`config.mk`:
```
export PLATFORM = sky130hd
export DESIGN_NAME = pac_control
export DESIGN_NICKNAME = d
export VERILOG_FILES = /design/src/rtl/pac_pkg.sv /design/src/rtl/pac_corr_if.sv /design/src/rtl/pac_corrector.sv /design/src/rtl/pac_control.sv
export VERILOG_INCLUDE_DIRS = /design/src /design/src/rtl
export SDC_FILE = /design/constraint.sdc
export NUM_CORES = 1
export LEC_CHECK = 0
export BUFFER_PORTS_ARGS = -buffer_cell sky130_fd_sc_hd__buf_2
export CORE_MARGIN = 2
export CORE_UTILIZATION = 25
export DETAILED_ROUTE_END_ITERATION = 10
export GPL_TIMING_DRIVEN = 0
export PLACE_DENSITY = 0.47
export SLEW_MARGIN = 20
export SYNTH_ARGS = -nofsm -noshare
export SYNTH_HDL_FRONTEND = slang
export SYNTH_SLANG_ARGS = --single-unit
```
`constraint.sdc`:
```
create_clock -name clk_in -period 21.9 [get_ports clk_in]
set_clock_uncertainty 0.05 [all_clocks]
set_input_delay 2.19 -clock clk_in [delete_from_list [all_inputs] [get_ports clk_in]]
set_output_delay 2.19 -clock clk_in [all_outputs]
set_load 0.05 [all_outputs]
```
`src/rtl/pac_cfg.svh`:
```
// Shared constants for the pipelined converter control block.
`ifndef PAC_CFG_SVH
`define PAC_CFG_SVH

// Datapath sizes.
`define PAC_RES_W 12
`define PAC_STAGES 15
`define PAC_COEF_W 14
`define PAC_IDX_W 4

// Sequence lengths, in conversion clock periods.
`define PAC_CAL_CYCLES 4000
`define PAC_PD_EXIT_CYCLES 4000
`define PAC_REQ_MIN_CYCLES 3
`define PAC_LATENCY 10

// Register offsets on the local register port.
`define PAC_ADDR_W 4
`define PAC_OFF_STATUS 4'h0
`define PAC_OFF_MASK 4'h4
`define PAC_OFF_STATE 4'h8
`define PAC_OFF_CTRL 4'hC

// Status and mask bit positions.
`define PAC_EV_CAL_DONE 0
`define PAC_EV_PDX_DONE 1
`define PAC_EV_PD_ENTER 2
`define PAC_EV_W 3

// Control register bit positions.
`define PAC_CTRL_CAL 0

// Reset values.
`define PAC_MASK_RST 3'h0

`endif

```
`src/rtl/pac_pkg.sv`:
```
// Types shared by the converter control block.
package pac_pkg;

  // Operating phases of the converter.
  typedef enum logic [1:0] {
    PAC_CAL,
    PAC_RUN,
    PAC_PD,
    PAC_PDX
  } pac_state_e;

endpackage : pac_pkg

```
`src/rtl/pac_corr_if.sv`:
```
// Link between the sequencer and the digital correction engine.
`timescale 1ns/1ps
`default_nettype none
`include "pac_cfg.svh"

interface pac_corr_if;
  logic coef_we;
  logic [`PAC_IDX_W-1:0] coef_idx;
  logic [`PAC_COEF_W-1:0] coef_data;
  logic [`PAC_STAGES-1:0] raw_bits;
  logic [`PAC_RES_W-1:0] corrected;

  modport ctrl (
    output coef_we,
    output coef_idx,
    output coef_data,
    output raw_bits,
    input corrected
  );

  modport corr (
    input coef_we,
    input coef_idx,
    input coef_data,
    input raw_bits,
    output corrected
  );
endinterface : pac_corr_if

`default_nettype wire

```
`src/rtl/pac_corrector.sv`:
```
// Correction engine: stage weights in a small memory, summed into the output code.
`timescale 1ns/1ps
`default_nettype none
`include "pac_cfg.svh"

module pac_corrector
  import pac_pkg::*;
#(
  parameter int STAGES = `PAC_STAGES,
  parameter int COEF_W = `PAC_COEF_W,
  parameter int RES_W = `PAC_RES_W
) (
  input wire logic clk_in,
  input wire logic arst_n_in,
  pac_corr_if.corr corr_io
);

  localparam int ACC_W = COEF_W + 4;

  logic [COEF_W-1:0] coef_q [STAGES];
  logic [ACC_W-1:0] acc;
  logic [RES_W-1:0] code_q;

  // Coefficients are written one stage at a time while calibration runs.
  always_ff @(posedge clk_in or negedge arst_n_in) begin
    if (!arst_n_in) begin
      for (int i = 0; i < STAGES; i++) begin
        coef_q[i] <= '0;
      end
    end else if (corr_io.coef_we && (int'(corr_io.coef_idx) < STAGES)) begin
      coef_q[corr_io.coef_idx] <= corr_io.coef_data;
    end
  end

  // Each raw stage bit that is set adds its measured weight.
  always_comb begin
    acc = '0;
    for (int i = 0; i < STAGES; i++) begin
      if (corr_io.raw_bits[i]) begin
        acc = acc + ACC_W'(coef_q[i]);
      end
    end
  end

  // Saturate rather than wrap, so a large raw error cannot fold to a low code.
  always_ff @(posedge clk_in or negedge arst_n_in) begin
    if (!arst_n_in) begin
      code_q <= '0;
    end else if (acc[ACC_W-1:RES_W] != '0) begin
      code_q <= '1;
    end else begin
      code_q <= acc[RES_W-1:0];
    end
  end

  assign corr_io.corrected = code_q;

endmodule : pac_corrector

`default_nettype wire

```
`src/rtl/pac_control.sv`:
```
// Control and timing of a 12-bit pipelined converter: calibration, power-down, output port.
// Contract
// - Result outputs change only just after a rising clock edge and the host samples after that.
// - With the output enable high the result pins float; with it low they are driven.
// - Ready falls within 3 clock periods after a valid calibration request.
// - Power-down held at least 3 periods enters low power and ready falls within 3 periods.
// - Releasing power-down starts a 4000 period exit sequence that ends with ready high.
// - Calibration runs at power-on and on request, storing weights used for every code.
//
// The implementer's own choices: strobed register access and the register addresses.
`timescale 1ns/1ps
`default_nettype none
`include "pac_cfg.svh"

module pac_control
  import pac_pkg::*;
#(
  parameter int CAL_CYCLES = `PAC_CAL_CYCLES,
  parameter int PD_EXIT_CYCLES = `PAC_PD_EXIT_CYCLES,
  parameter int REQ_MIN = `PAC_REQ_MIN_CYCLES,
  parameter int LATENCY = `PAC_LATENCY
) (
  input wire logic clk_in,
  input wire logic arst_n_in,
  input wire logic cal_request_in,
  input wire logic power_down_request_in,
  input wire logic out_enable_n_in,
  input wire logic [`PAC_STAGES-1:0] raw_bits_in,
  input wire logic [`PAC_COEF_W-1:0] cal_weight_in,
  input wire logic [`PAC_ADDR_W-1:0] reg_addr_in,
  input wire logic [31:0] reg_wdata_in,
  input wire logic reg_write_in,
  input wire logic reg_read_in,
  output logic [31:0] reg_rdata_out,
  output logic [`PAC_RES_W-1:0] conversion_result_out,
  output logic conversion_result_oe_n_out,
  output logic ready_out,
  output logic low_power_out,
  output logic irq_out
);

  localparam int CNT_W = 12;
  localparam int RUN_W = 2;
  // The corrector register, this line and the output flop span LATENCY edges from sampling.
  localparam int DLY = LATENCY - 1;

  pac_corr_if corr_if ();

  pac_state_e state_q, state_d;
  logic [CNT_W-1:0] cnt_q, cnt_d;
  logic [1:0] cal_sync_q, pd_sync_q, oe_sync_q;
  logic [RUN_W-1:0] cal_run_q, pd_run_q;
  logic cal_valid, pd_valid, sw_cal, cal_start;
  logic [`PAC_EV_W-1:0] status_q, mask_q, events;
  logic [`PAC_RES_W-1:0] dly_q [DLY];

  // True when a strobe targets the given register offset.
  function automatic logic reg_hit(input logic [`PAC_ADDR_W-1:0] addr,
                                   input logic [`PAC_ADDR_W-1:0] off);
    reg_hit = (addr == off);
  endfunction : reg_hit

  pac_corrector u_corrector (
    .clk_in(clk_in),
    .arst_n_in(arst_n_in),
    .corr_io(corr_if.corr)
  );

  // Pins come from the host's domain; bit 0 is only ever read by bit 1.
  always_ff @(posedge clk_in or negedge arst_n_in) begin
    if (!arst_n_in) begin
      cal_sync_q <= 2'h0;
      pd_sync_q <= 2'h0;
      oe_sync_q <= 2'h3;
    end else begin
      cal_sync_q <= {cal_sync_q[0], cal_request_in};
      pd_sync_q <= {pd_sync_q[0], power_down_request_in};
      oe_sync_q <= {oe_sync_q[0], out_enable_n_in};
    end
  end

  // Width filters count consecutive high samples, saturating at the minimum.
  always_ff @(posedge clk_in or negedge arst_n_in) begin
    if (!arst_n_in) begin
      cal_run_q <= '0;
      pd_run_q <= '0;
    end else begin
      if (!cal_sync_q[1]) begin
        cal_run_q <= '0;
      end else if (cal_run_q != RUN_W'(REQ_MIN)) begin
        cal_run_q <= cal_run_q + 2'h1;
      end
      if (!pd_sync_q[1]) begin
        pd_run_q <= '0;
      end else if (pd_run_q != RUN_W'(REQ_MIN)) begin
        pd_run_q <= pd_run_q + 2'h1;
      end
    end
  end

  // Short high pulses never raise a request; a request fires once per hold.
  assign cal_valid = cal_sync_q[1] && (cal_run_q == RUN_W'(REQ_MIN - 1));
  assign pd_valid = pd_sync_q[1] && (pd_run_q == RUN_W'(REQ_MIN - 1));
  assign sw_cal = reg_write_in && reg_hit(reg_addr_in, `PAC_OFF_CTRL)
                  && reg_wdata_in[`PAC_CTRL_CAL];
  assign cal_start = cal_valid || sw_cal;

  // Sequencer; power-down outranks calibration since it must cut power promptly.
  always_comb begin
    state_d = state_q;
    case (state_q)
      PAC_RUN: begin
        if (pd_valid) begin
          state_d = PAC_PD;
        end else if (cal_start) begin
          state_d = PAC_CAL;
        end
      end
      PAC_CAL: begin
        if (pd_valid) begin
          state_d = PAC_PD;
        end else if (cnt_q == CNT_W'(CAL_CYCLES - 1)) begin
          state_d = PAC_RUN;
        end
      end
      PAC_PD: begin
        if (!pd_sync_q[1]) begin
          state_d = PAC_PDX;
        end
      end
      PAC_PDX: begin
        if (pd_valid) begin
          state_d = PAC_PD;
        end else if (cnt_q == CNT_W'(PD_EXIT_CYCLES - 1)) begin
          state_d = PAC_RUN;
        end
      end
      default: begin
        state_d = PAC_CAL;
      end
    endcase
  end

  assign cnt_d = (state_d != state_q) ? '0 : cnt_q + 12'h001;

  // Reset lands in calibration, so power-on always measures fresh weights.
  always_ff @(posedge clk_in or negedge arst_n_in) begin
    if (!arst_n_in) begin
      state_q <= PAC_CAL;
      cnt_q <= '0;
    end else begin
      state_q <= state_d;
      cnt_q <= cnt_d;
    end
  end

  // Ready and low-power follow the next state, so they move one edge after a request.
  always_ff @(posedge clk_in or negedge arst_n_in) begin
    if (!arst_n_in) begin
      ready_out <= 1'b0;
      low_power_out <= 1'b0;
    end else begin
      ready_out <= (state_d == PAC_RUN);
      low_power_out <= (state_d == PAC_PD);
    end
  end

  // The first calibration cycles capture one stage weight each.
  assign corr_if.coef_we = (state_q == PAC_CAL) && (cnt_q < CNT_W'(`PAC_STAGES));
  assign corr_if.coef_idx = cnt_q[`PAC_IDX_W-1:0];
  assign corr_if.coef_data = cal_weight_in;
  assign corr_if.raw_bits = raw_bits_in;

  // Delay line pads the correction stage out to the full pipeline latency.
  generate
    for (genvar k = 0; k < DLY; k++) begin : g_dly
      always_ff @(posedge clk_in or negedge arst_n_in) begin
        if (!arst_n_in) begin
          dly_q[k] <= '0;
        end else if (k == 0) begin
          dly_q[k] <= corr_if.corrected;
        end else begin
          dly_q[k] <= dly_q[(k == 0) ? 0 : k - 1];
        end
      end
    end
  endgenerate

  // Results keep streaming while ready is low; the host drops those words.
  always_ff @(posedge clk_in or negedge arst_n_in) begin
    if (!arst_n_in) begin
      conversion_result_out <= '0;
      conversion_result_oe_n_out <= 1'b1;
    end else begin
      conversion_result_out <= dly_q[DLY-1];
      conversion_result_oe_n_out <= oe_sync_q[1];
    end
  end

  // Events raised by the sequencer.
  always_comb begin
    events = '0;
    events[`PAC_EV_CAL_DONE] = (state_q == PAC_CAL) && (state_d == PAC_RUN);
    events[`PAC_EV_PDX_DONE] = (state_q == PAC_PDX) && (state_d == PAC_RUN);
    events[`PAC_EV_PD_ENTER] = (state_q != PAC_PD) && (state_d == PAC_PD);
  end

  // Reading status clears it, but a same-cycle event survives the clear.
  always_ff @(posedge clk_in or negedge arst_n_in) begin
    if (!arst_n_in) begin
      status_q <= '0;
    end else if (reg_read_in && reg_hit(reg_addr_in, `PAC_OFF_STATUS)) begin
      status_q <= events;
    end else begin
      status_q <= status_q | events;
    end
  end

  // Mask register.
  always_ff @(posedge clk_in or negedge arst_n_in) begin
    if (!arst_n_in) begin
      mask_q <= `PAC_MASK_RST;
    end else if (reg_write_in && reg_hit(reg_addr_in, `PAC_OFF_MASK)) begin
      mask_q <= reg_wdata_in[`PAC_EV_W-1:0];
    end
  end

  // Interrupt level is registered, so it trails the status by one cycle.
  always_ff @(posedge clk_in or negedge arst_n_in) begin
    if (!arst_n_in) begin
      irq_out <= 1'b0;
    end else begin
      irq_out <= |(status_q & mask_q);
    end
  end

  // Read data stand for one cycle after the strobe; unmapped reads give zero.
  always_ff @(posedge clk_in or negedge arst_n_in) begin
    if (!arst_n_in) begin
      reg_rdata_out <= 32'h00000000;
    end else if (!reg_read_in) begin
      reg_rdata_out <= 32'h00000000;
    end else if (reg_hit(reg_addr_in, `PAC_OFF_STATUS)) begin
      reg_rdata_out <= {29'h0, status_q};
    end else if (reg_hit(reg_addr_in, `PAC_OFF_MASK)) begin
      reg_rdata_out <= {29'h0, mask_q};
    end else if (reg_hit(reg_addr_in, `PAC_OFF_STATE)) begin
      reg_rdata_out <= {12'h000, cnt_q, 5'h00, ready_out, state_q};
    end else begin
      reg_rdata_out <= 32'h00000000;
    end
  end

  // Checks on the sequencer and output timing.
  ready_low_cal_a: assert property (
    @(posedge clk_in) disable iff (!arst_n_in)
    (state_q == PAC_RUN && cal_start && !pd_valid) |-> ##[1:3] !ready_out)
    else $error("ready did not fall after a calibration request");

  ready_low_pd_a: assert property (
    @(posedge clk_in) disable iff (!arst_n_in)
    pd_valid |-> ##[1:3] (!ready_out && low_power_out))
    else $error("ready did not fall after a power-down request");

  cal_length_a: assert property (
    @(posedge clk_in) disable iff (!arst_n_in)
    ($rose(ready_out) && $past(state_q) == PAC_CAL)
      |-> $past(cnt_q) == CNT_W'(CAL_CYCLES - 1))
    else $error("calibration did not last the full cycle count");

  pd_exit_a: assert property (
    @(posedge clk_in) disable iff (!arst_n_in)
    (state_q == PAC_PDX && cnt_q == CNT_W'(PD_EXIT_CYCLES - 1) && !pd_valid)
      |=> (state_q == PAC_RUN && ready_out))
    else $error("power-down exit did not end on time");

  pd_hold_a: assert property (
    @(posedge clk_in) disable iff (!arst_n_in)
    (state_q == PAC_PD && pd_sync_q[1]) |=> (state_q == PAC_PD && !ready_out))
    else $error("left low power while the request was held");

  result_latency_a: assert property (
    @(posedge clk_in) disable iff (!arst_n_in)
    $past(arst_n_in, 10) |-> conversion_result_out == $past(corr_if.corrected, 10))
    else $error("result did not appear at the fixed latency");

  oe_follow_a: assert property (
    @(posedge clk_in) disable iff (!arst_n_in)
    ($past(arst_n_in, 1) && $past(arst_n_in, 2) && $past(arst_n_in, 3))
      |-> conversion_result_oe_n_out == $past(out_enable_n_in, 3))
    else $error("output enable did not follow the pin");

  cal_done_flag_a: assert property (
    @(posedge clk_in) disable iff (!arst_n_in)
    (state_q == PAC_CAL && state_d == PAC_RUN) |=> status_q[`PAC_EV_CAL_DONE])
    else $error("calibration end did not set its status bit");

  coef_capture_a: assert property (
    @(posedge clk_in) disable iff (!arst_n_in)
    (state_q == PAC_CAL && cnt_q == 12'h000) |-> corr_if.coef_we ##1 corr_if.coef_we)
    else $error("calibration did not store stage weights");

  short_req_a: assert property (
    @(posedge clk_in) disable iff (!arst_n_in)
    (state_q == PAC_RUN && !cal_sync_q[1] && !sw_cal && !pd_valid) |=> state_q == PAC_RUN)
    else $error("calibration started without a held request");

endmodule : pac_control

`default_nettype wire

```
==> metrics.md, run 1 <==
| Metric | Value |
|---|---|
| GRT overflow | `0` |
| Residual DRC | `0` |
| Synthesized cell area | `~26000 µm²` |
| Least-Margin Pin Slew | `1.257 ns` |
| Final RePlAce weighted congestion | `around 0.83` |
| Critical path data arrival time | `between 20 and 25 ns` |
| Max-cap violations | `0` |
| Initial Utilization | `0.2527` |
| Crit path max fanout | `18` |
| Flop-to-flop setup slack | `about 2.8 ns` |
| Cts bufs inserted | `47` |
| Syn Inst Count | `between 2000 and 3000` |
| Startpoint types | `input pin` |
| Area Overhead vs Synth | `15.61%` |
| Worst min path class | `reg2reg` |
| Core Util, Final | `0.2921` |
| Global route hottest layer | `met2` |
| Via count | `19760` |
| CTS Sinks | `391` |
| DIE AREA | `105700 µm²` |
| Slew Limit Fails | `0` |
| Fmax | `approximately 48 MHz` |
| Share of the synthesized area in the top cell type | `0.3766` |
| Die Span X | `325.1 µm` |
| Slowest stage delay, CP | `between 0.5 and 0.6 ns` |
| Most frequent CP cell | `ha_1` |
| R2r startpoint | `u_corrector.coef_q[196]` |
| CP Data Required Time | `roughly 22 ns` |
| Clock slew at reported path FFs | `roughly 0.060 ns` |
| R2R Path End | `u_corrector.corr_io.corrected[2]` |
| CP max-delay cell | `or4_1` |
| Most frequent cells in the layout | `dfrtp_1 (388), mux2_2 (258), ha_1 (207), nand2_1 (187), nor2_1 (176)` |
| 1st-iter DRT viols | `1219` |
| H-tree levels | `2` |
| CP Capture Type | `register` |
| GR Layer Usage met3 | `0.02018` |
| Largest net degree at the start of global routing | `around 100` |
| CTS tree | `done` |
| Primary FF master, synth | `dfrtp_1` |
| Post-synth ARST share | `1.000` |
| Yosys warnings | `0` |
| Yosys top cell by area | `dfrtp_1` |
| IO Count | `between 100 and 150` |
| Final setup vio count | `0` |
| Total wire length | `about 74 mm` |
| Worst reg2reg path depth | `83` |
| Skew-Pair Late Insertion Delay | `0.62 ns` |
| Ant. Diodes | `0` |
| Max_slew headroom | `0.1516` |
| Worst setup margin | `1.273 ns` |
| Vias/cell | `between 4 and 5` |
| Clk buf depth | `3` |
| Run status | `completed` |
| Core area | `about 100000 µm²` |
| Worst Setup SP | `raw_bits_in[0]` |
| Number of global-route vias before repair | `19510` |
| ANT nets after route | `0` |
| Crit path to | `u_corrector.corr_io.corrected[2]` |
| Register area share after synthesis | `0.3796` |
| Clock root buffer | `clkbuf_16` |
| Pre-CTS WS | `-0.01235 ns` |
| RSZ-0062 raised after global routing | `no` |
| DRT Pass-1 Iters | `5` |
| Port-buffer cells | `roughly 70` |
| Most common cell after layout, fill and taps aside | `dfrtp_1` |
| Tmin final | `about 21 ns` |
| Fillers | `between 10000 and 15000` |
| EDFF count, synth | `0` |
| Nets | `roughly 3000` |
| DP HPWL | `about 56 mm` |
| CTS Hold Bufs | `0` |
| Die Span Y | `325.1 µm` |
| Detailed-route wire length per cell | `about 18 µm` |
| Aggregate global-route resource usage | `0.1393` |
| Grt met2 use | `0.2287` |
| First-pass GRT wire length | `roughly 120 mm` |
| Yosys cell types | `90` |
| Met1 Usage GRT | `0.1880` |
| Flops & latches, synth | `approximately 390` |
| Hold path start | `dly_q[0]` |
| Share of post-route cells with drive strength above 1 | `0.1714` |
| Initial antenna violation count | `13` |
| Top cells by area, synth | `dfrtp_1 (38%), mux2_2 (11%), ha_1 (10%)` |
| Final worst path period share | `0.9419` |
| Final Hold Viols | `0` |
| CP Class | `in2reg` |
| Row count | `117` |
| Avg Cell Area, Syn | `around 9.9 µm²` |
[per-stage QoR]
stage | cell area (µm²) | hold slack, ns | TNS, ns | cells
after global placement | 27900 | 0.2811 | -0.4863 | 4064
after global routing | 29810 | 0.2983 | 0 | 4156
after CTS | 29790 | 0.2955 | 0 | 4156
after detailed placement | 28020 | 0.2847 | -0.03002 | 4068
final | 29810 | 0.2954 | 0 | 4156
after floorplan | 25840 | 0.2812 | 0 | 2628
[sequential cells by signal, summed over array words and instances, names as in the netlist]
signal                         cells
pd_run_q                           2
status_q                           3
u_corrector.corr_io.corrected     12
oe_sync_q                          2
u_corrector.coef_q               210
low_power_out                      1
irq_out                            1
ready_out                          1
reg_rdata_out                     15
dly_q                            108
state_q                            2
conversion_result_out             12
cal_sync_q                         2
pd_sync_q                          2
cal_run_q                          2
cnt_q                             12
conversion_result_oe_n_out         1
mask_q                             3
[worst max-delay path, delay by kind of cell]
kind / cells / cell delay (ns)
simple gates: 17 / 3.33
buf+inv: 6 / 0.85
compound gates: 36 / 8.25
xor+xnor: 9 / 1.41
mux: 1 / 0.11
fa+ha+maj: 15 / 4.92
[area by class of cell]
type / count / area [µm²] / share of cell area
inverters: 141 / 529.3 / 0.01776
plain buffers: 101 / 470.5 / 0.01578
flip-flops and latches: 391 / 9788 / 0.3284
clock buffers: 64 / 1340 / 0.04496
clock inverters: 24 / 430.4 / 0.01444
repair buffers: 73 / 471.7 / 0.01583
multi-input cells: 1994 / 15070 / 0.5054
well taps: 1368 / 1712 / 0.05742
[layer usage]
metal	up-vias	share of wire	routed length, µm
met5	-	0.00061	45
met4	8	0.029	2169
met3	121	0.047	3523
met2	370	0.46	34110
met1	9635	0.46	34390
li1	9622	-	-
[cells by family (layout without fill, tap and decap cells)]
family / Yosys count / after routing / share of synthesized area
adders and majority gates: 222 / 222 / 0.1117
muxes: 286 / 286 / 0.1236
and+or+nand+nor: 633 / 633 / 0.1159
other: 1 / 17 / 0.0001454
DFF: 391 / 391 / 0.3796
AOI/OAI and AO/OA: 671 / 671 / 0.1703
buffers and inverters: 243 / 403 / 0.03882
xor gates and xnor gates: 165 / 165 / 0.05993
[how the worst min path moves through the flow]
stage	endpoint	slack, ns	cells after the start
final	conversion_result_out[0]	0.30	0
after global routing	dly_q[2]	0.30	0
after CTS	conversion_result_out[0]	0.30	0
after detailed placement	conversion_result_out[10]	0.28	0
after global placement	dly_q[10]	0.28	0
after floorplan	cal_sync_q[1]	0.28	0
[what timing repair did]
item                       4_1_cts  5_1_grt
setup buffers                    0        0
setup endpoints to repair        0       12
resized for setup                0        3
[Yosys cell counts (7+ instances only)]
cell / count
nor2_1: 176
nor3_1: 43
o22ai_1: 17
a211o_1: 8
o21ai_0: 161
a41oi_1: 7
nand3_1: 43
o31ai_1: 16
inv_1: 134
nor4_1: 15
and2_1: 39
o21bai_1: 19
xnor2_1: 107
buf_1: 16
xor2_1: 49
o21a_1: 52
or3_1: 18
mux2_2: 258
a31oi_1: 12
nor3b_1: 7
buf_4: 18
dfrtp_1: 388
clkbuf_1: 61
nor2b_1: 39
ha_1: 207
a221o_1: 8
fa_1: 14
mux2i_1: 28
a211oi_1: 33
nand2b_1: 20
a21oi_1: 163
or2_2: 10
a21o_1: 53
o31a_1: 9
clkinv_1: 7
and3_1: 9
a21boi_0: 16
nand2_1: 187
o211ai_1: 16
Power of run 1 is not shown: default switching activity piles up to over one toggle a cycle in this logic, so the estimate is an artifact.
==> run 2: changes to the inputs <==
--- a/config.mk
+++ b/config.mk
@@ -7,11 +7,14 @@
 export NUM_CORES = 1
 export LEC_CHECK = 0
 export BUFFER_PORTS_ARGS = -buffer_cell sky130_fd_sc_hd__buf_2
+export CAP_MARGIN = 20
+export CELL_PAD_IN_SITES_DETAIL_PLACEMENT = 1
+export CELL_PAD_IN_SITES_GLOBAL_PLACEMENT = 2
 export CORE_MARGIN = 2
 export CORE_UTILIZATION = 25
 export DETAILED_ROUTE_END_ITERATION = 10
 export GPL_TIMING_DRIVEN = 0
-export PLACE_DENSITY = 0.47
+export PLACE_DENSITY = 0.62
 export SLEW_MARGIN = 20
 export SYNTH_ARGS = -nofsm -noshare
 export SYNTH_HDL_FRONTEND = slang
==> metrics.md, run 2 (same netlist as run 1, synthesis figures left out) <==
| Metric | Value |
|---|---|
| Cts bufs inserted | `50 (+6.4%)` |
| CTS tree | `done` |
| IO Count | `120 (unchanged)` |
| Share of post-route cells with drive strength above 1 | `0.1746 (+0.003103)` |
| Critical path data arrival time | `21.10 ns (+0.04 ns)` |
| Slowest stage delay, CP | `0.53 ns (about the same)` |
| Via count | `20160 (+2.1%)` |
| Tmin final | `20.64 ns (+0.01783 ns)` |
| Dpl cells | `4068 (unchanged)` |
| Startpoint types | `input pin` |
| Residual DRC | `0 (unchanged)` |
| H-tree levels | `2 (unchanged)` |
| Max-cap violations | `0 (unchanged)` |
| Clock root buffer | `clkbuf_16` |
| Final cell count without fillers | `4160 (+0.096%)` |
| Buf/Inv on CP | `8 (+2)` |
| Flop-to-flop setup slack | `2.95 ns (+0.17 ns)` |
| Max_slew headroom | `0.2499 (+0.09829)` |
| Die Span X | `325.1 µm (unchanged)` |
| Number of global-route vias before repair | `21530 (+10%)` |
| Most common cell after layout, fill and taps aside | `dfrtp_1` |
| GRT overflow | `0 (unchanged)` |
| CP Data Required Time | `22.35 ns (about the same)` |
| Initial Utilization | `0.2527 (unchanged)` |
| Run status | `completed` |
| Detailed-route wire length per cell | `19.90 µm (+11%)` |
| Post-DP Area | `28030 µm² (about the same)` |
| Initial antenna violation count | `9 (-4)` |
| CP max-delay cell | `or4b_1` |
| Most frequent CP cell | `ha_1` |
| Vias/cell | `4.847 (+2.0%)` |
| Largest regs | `u_corrector.coef_q (210), dly_q (108), reg_rdata_out (15)` |
| Clk buf depth | `3 (unchanged)` |
| Largest register FFs | `210 (unchanged)` |
| Clock slew at reported path FFs | `0.06 ns (about the same)` |
| Core Util, Final | `0.2913 (-0.0007850)` |
| First-pass GRT wire length | `128.6 mm (+11%)` |
| Die Span Y | `325.1 µm (unchanged)` |
| ANT nets after route | `0 (unchanged)` |
| Aggregate global-route resource usage | `0.1562 (+0.01692)` |
| Final Hold Viols | `0 (unchanged)` |
| DP HPWL | `63.40 mm (+14%)` |
| Final setup vio count | `0 (unchanged)` |
| 1st-iter DRT viols | `862 (-29%)` |
| Core area | `102000 µm² (unchanged)` |
| Crit path max fanout | `10 (-8)` |
| CTS Sinks | `391 (unchanged)` |
| CP Class | `in2reg` |
| Final worst path period share | `0.9427 (about the same)` |
| Port-buffer cells | `68 (unchanged)` |
| Worst min path class | `reg2reg` |
| Least-Margin Pin Slew | `1.125 ns (-0.1315 ns)` |
| Final RePlAce weighted congestion | `0.8250 (-0.94%)` |
| DIE AREA | `105700 µm² (unchanged)` |
| RSZ-0062 raised after global routing | `no` |
| Slew Limit Fails | `0 (unchanged)` |
| Nets | `3045 (+0.099%)` |
| Skew-Pair Late Insertion Delay | `0.63 ns (about the same)` |
| CP Capture Type | `register` |
| Reg with most FFs | `u_corrector.coef_q` |
| Largest net degree at the start of global routing | `87 (-16%)` |
| Post-route design area | `29730 µm² (-0.27%)` |
| Fmax | `48.44 MHz (about the same)` |
| Total wire length | `82.79 mm (+12%)` |
| Most frequent cells in the layout | `dfrtp_1 (388), mux2_2 (258), ha_1 (207), nand2_1 (187), nor2_1 (176)` |
| Row count | `117 (unchanged)` |
| Setup_tns | `0 ns (unchanged)` |
| Area Overhead vs Synth | `15.30%` |
| DRT Pass-1 Iters | `7 (+2)` |
| Crit path max-delay family | `compound AO/OA/AOI/OAI gates` |
==> run 2: cell count changes in the layout (fill, tap and decap cells not counted), moves of 2 or more <==
cell / change
bufinv_16: -7
a21oi_2: +2
o21ai_1: +3
clkbuf_2: +9
diode_2: +2
clkbuf_16: +3
o21ai_0: -4
a21oi_1: -2
==> run 2: layout make-up <==
type,count,area [µm²]
Tap cell,1368,1712
Timing Repair Buffer,72,460.4
Sequential cell,391,9788
Antenna cell,2,5.005
Multi-Input combinational cell,1994,15100
Clock inverter,16,216.5
Buffer,102,485.5
Clock buffer,74,1431
Inverter,141,529.3
Fill cell,11650,72310
==> run 2: worst paths after layout <==
kind | startpoint | endpoint | cells past startpoint
worst max-delay path | raw_bits_in[0] | u_corrector.corr_io.corrected[9] | 84
min in group asynchronous | arst_n_in | u_corrector.coef_q[66] | 1
worst max register to register | u_corrector.coef_q[196] | u_corrector.corr_io.corrected[9] | 82
worst min register to register | dly_q[27] | dly_q[15] | 0
max in group asynchronous | arst_n_in | reg_rdata_out[15] | 3
worst min-delay path | dly_q[27] | dly_q[15] | 0
==> run 2: repair_timing <==
action | CTS | global route
hold endpoints to repair | 0 | 0
gates resized for setup | 1 | 15
hold buffers | 0 | 0
endpoints found under the setup margin | 3 | 12
buffers inserted | 0 | 0
==> run 2: metal layers <==
metal / part of all wire / wire length (µm) / global-route usage
met5: 0.00013 / 11 / 0
met4: 0.030 / 2506 / 0.05324
met3: 0.036 / 3010 / 0.02104
met2: 0.47 / 39190 / 0.2651
met1: 0.46 / 38070 / 0.2034
==> run 2: through the flow <==
step,hold slack [ns],worst slack [ns]
2_1_floorplan,0.2812,4.187
5_1_grt,0.3014,0.008725
6_report,0.2912,1.256
3_5_place_dp,0.2855,-0.6385
3_3_place_gp,0.2820,-0.5122
4_1_cts,0.2912,0.2262
Power of run 2 is left out for the same reason.
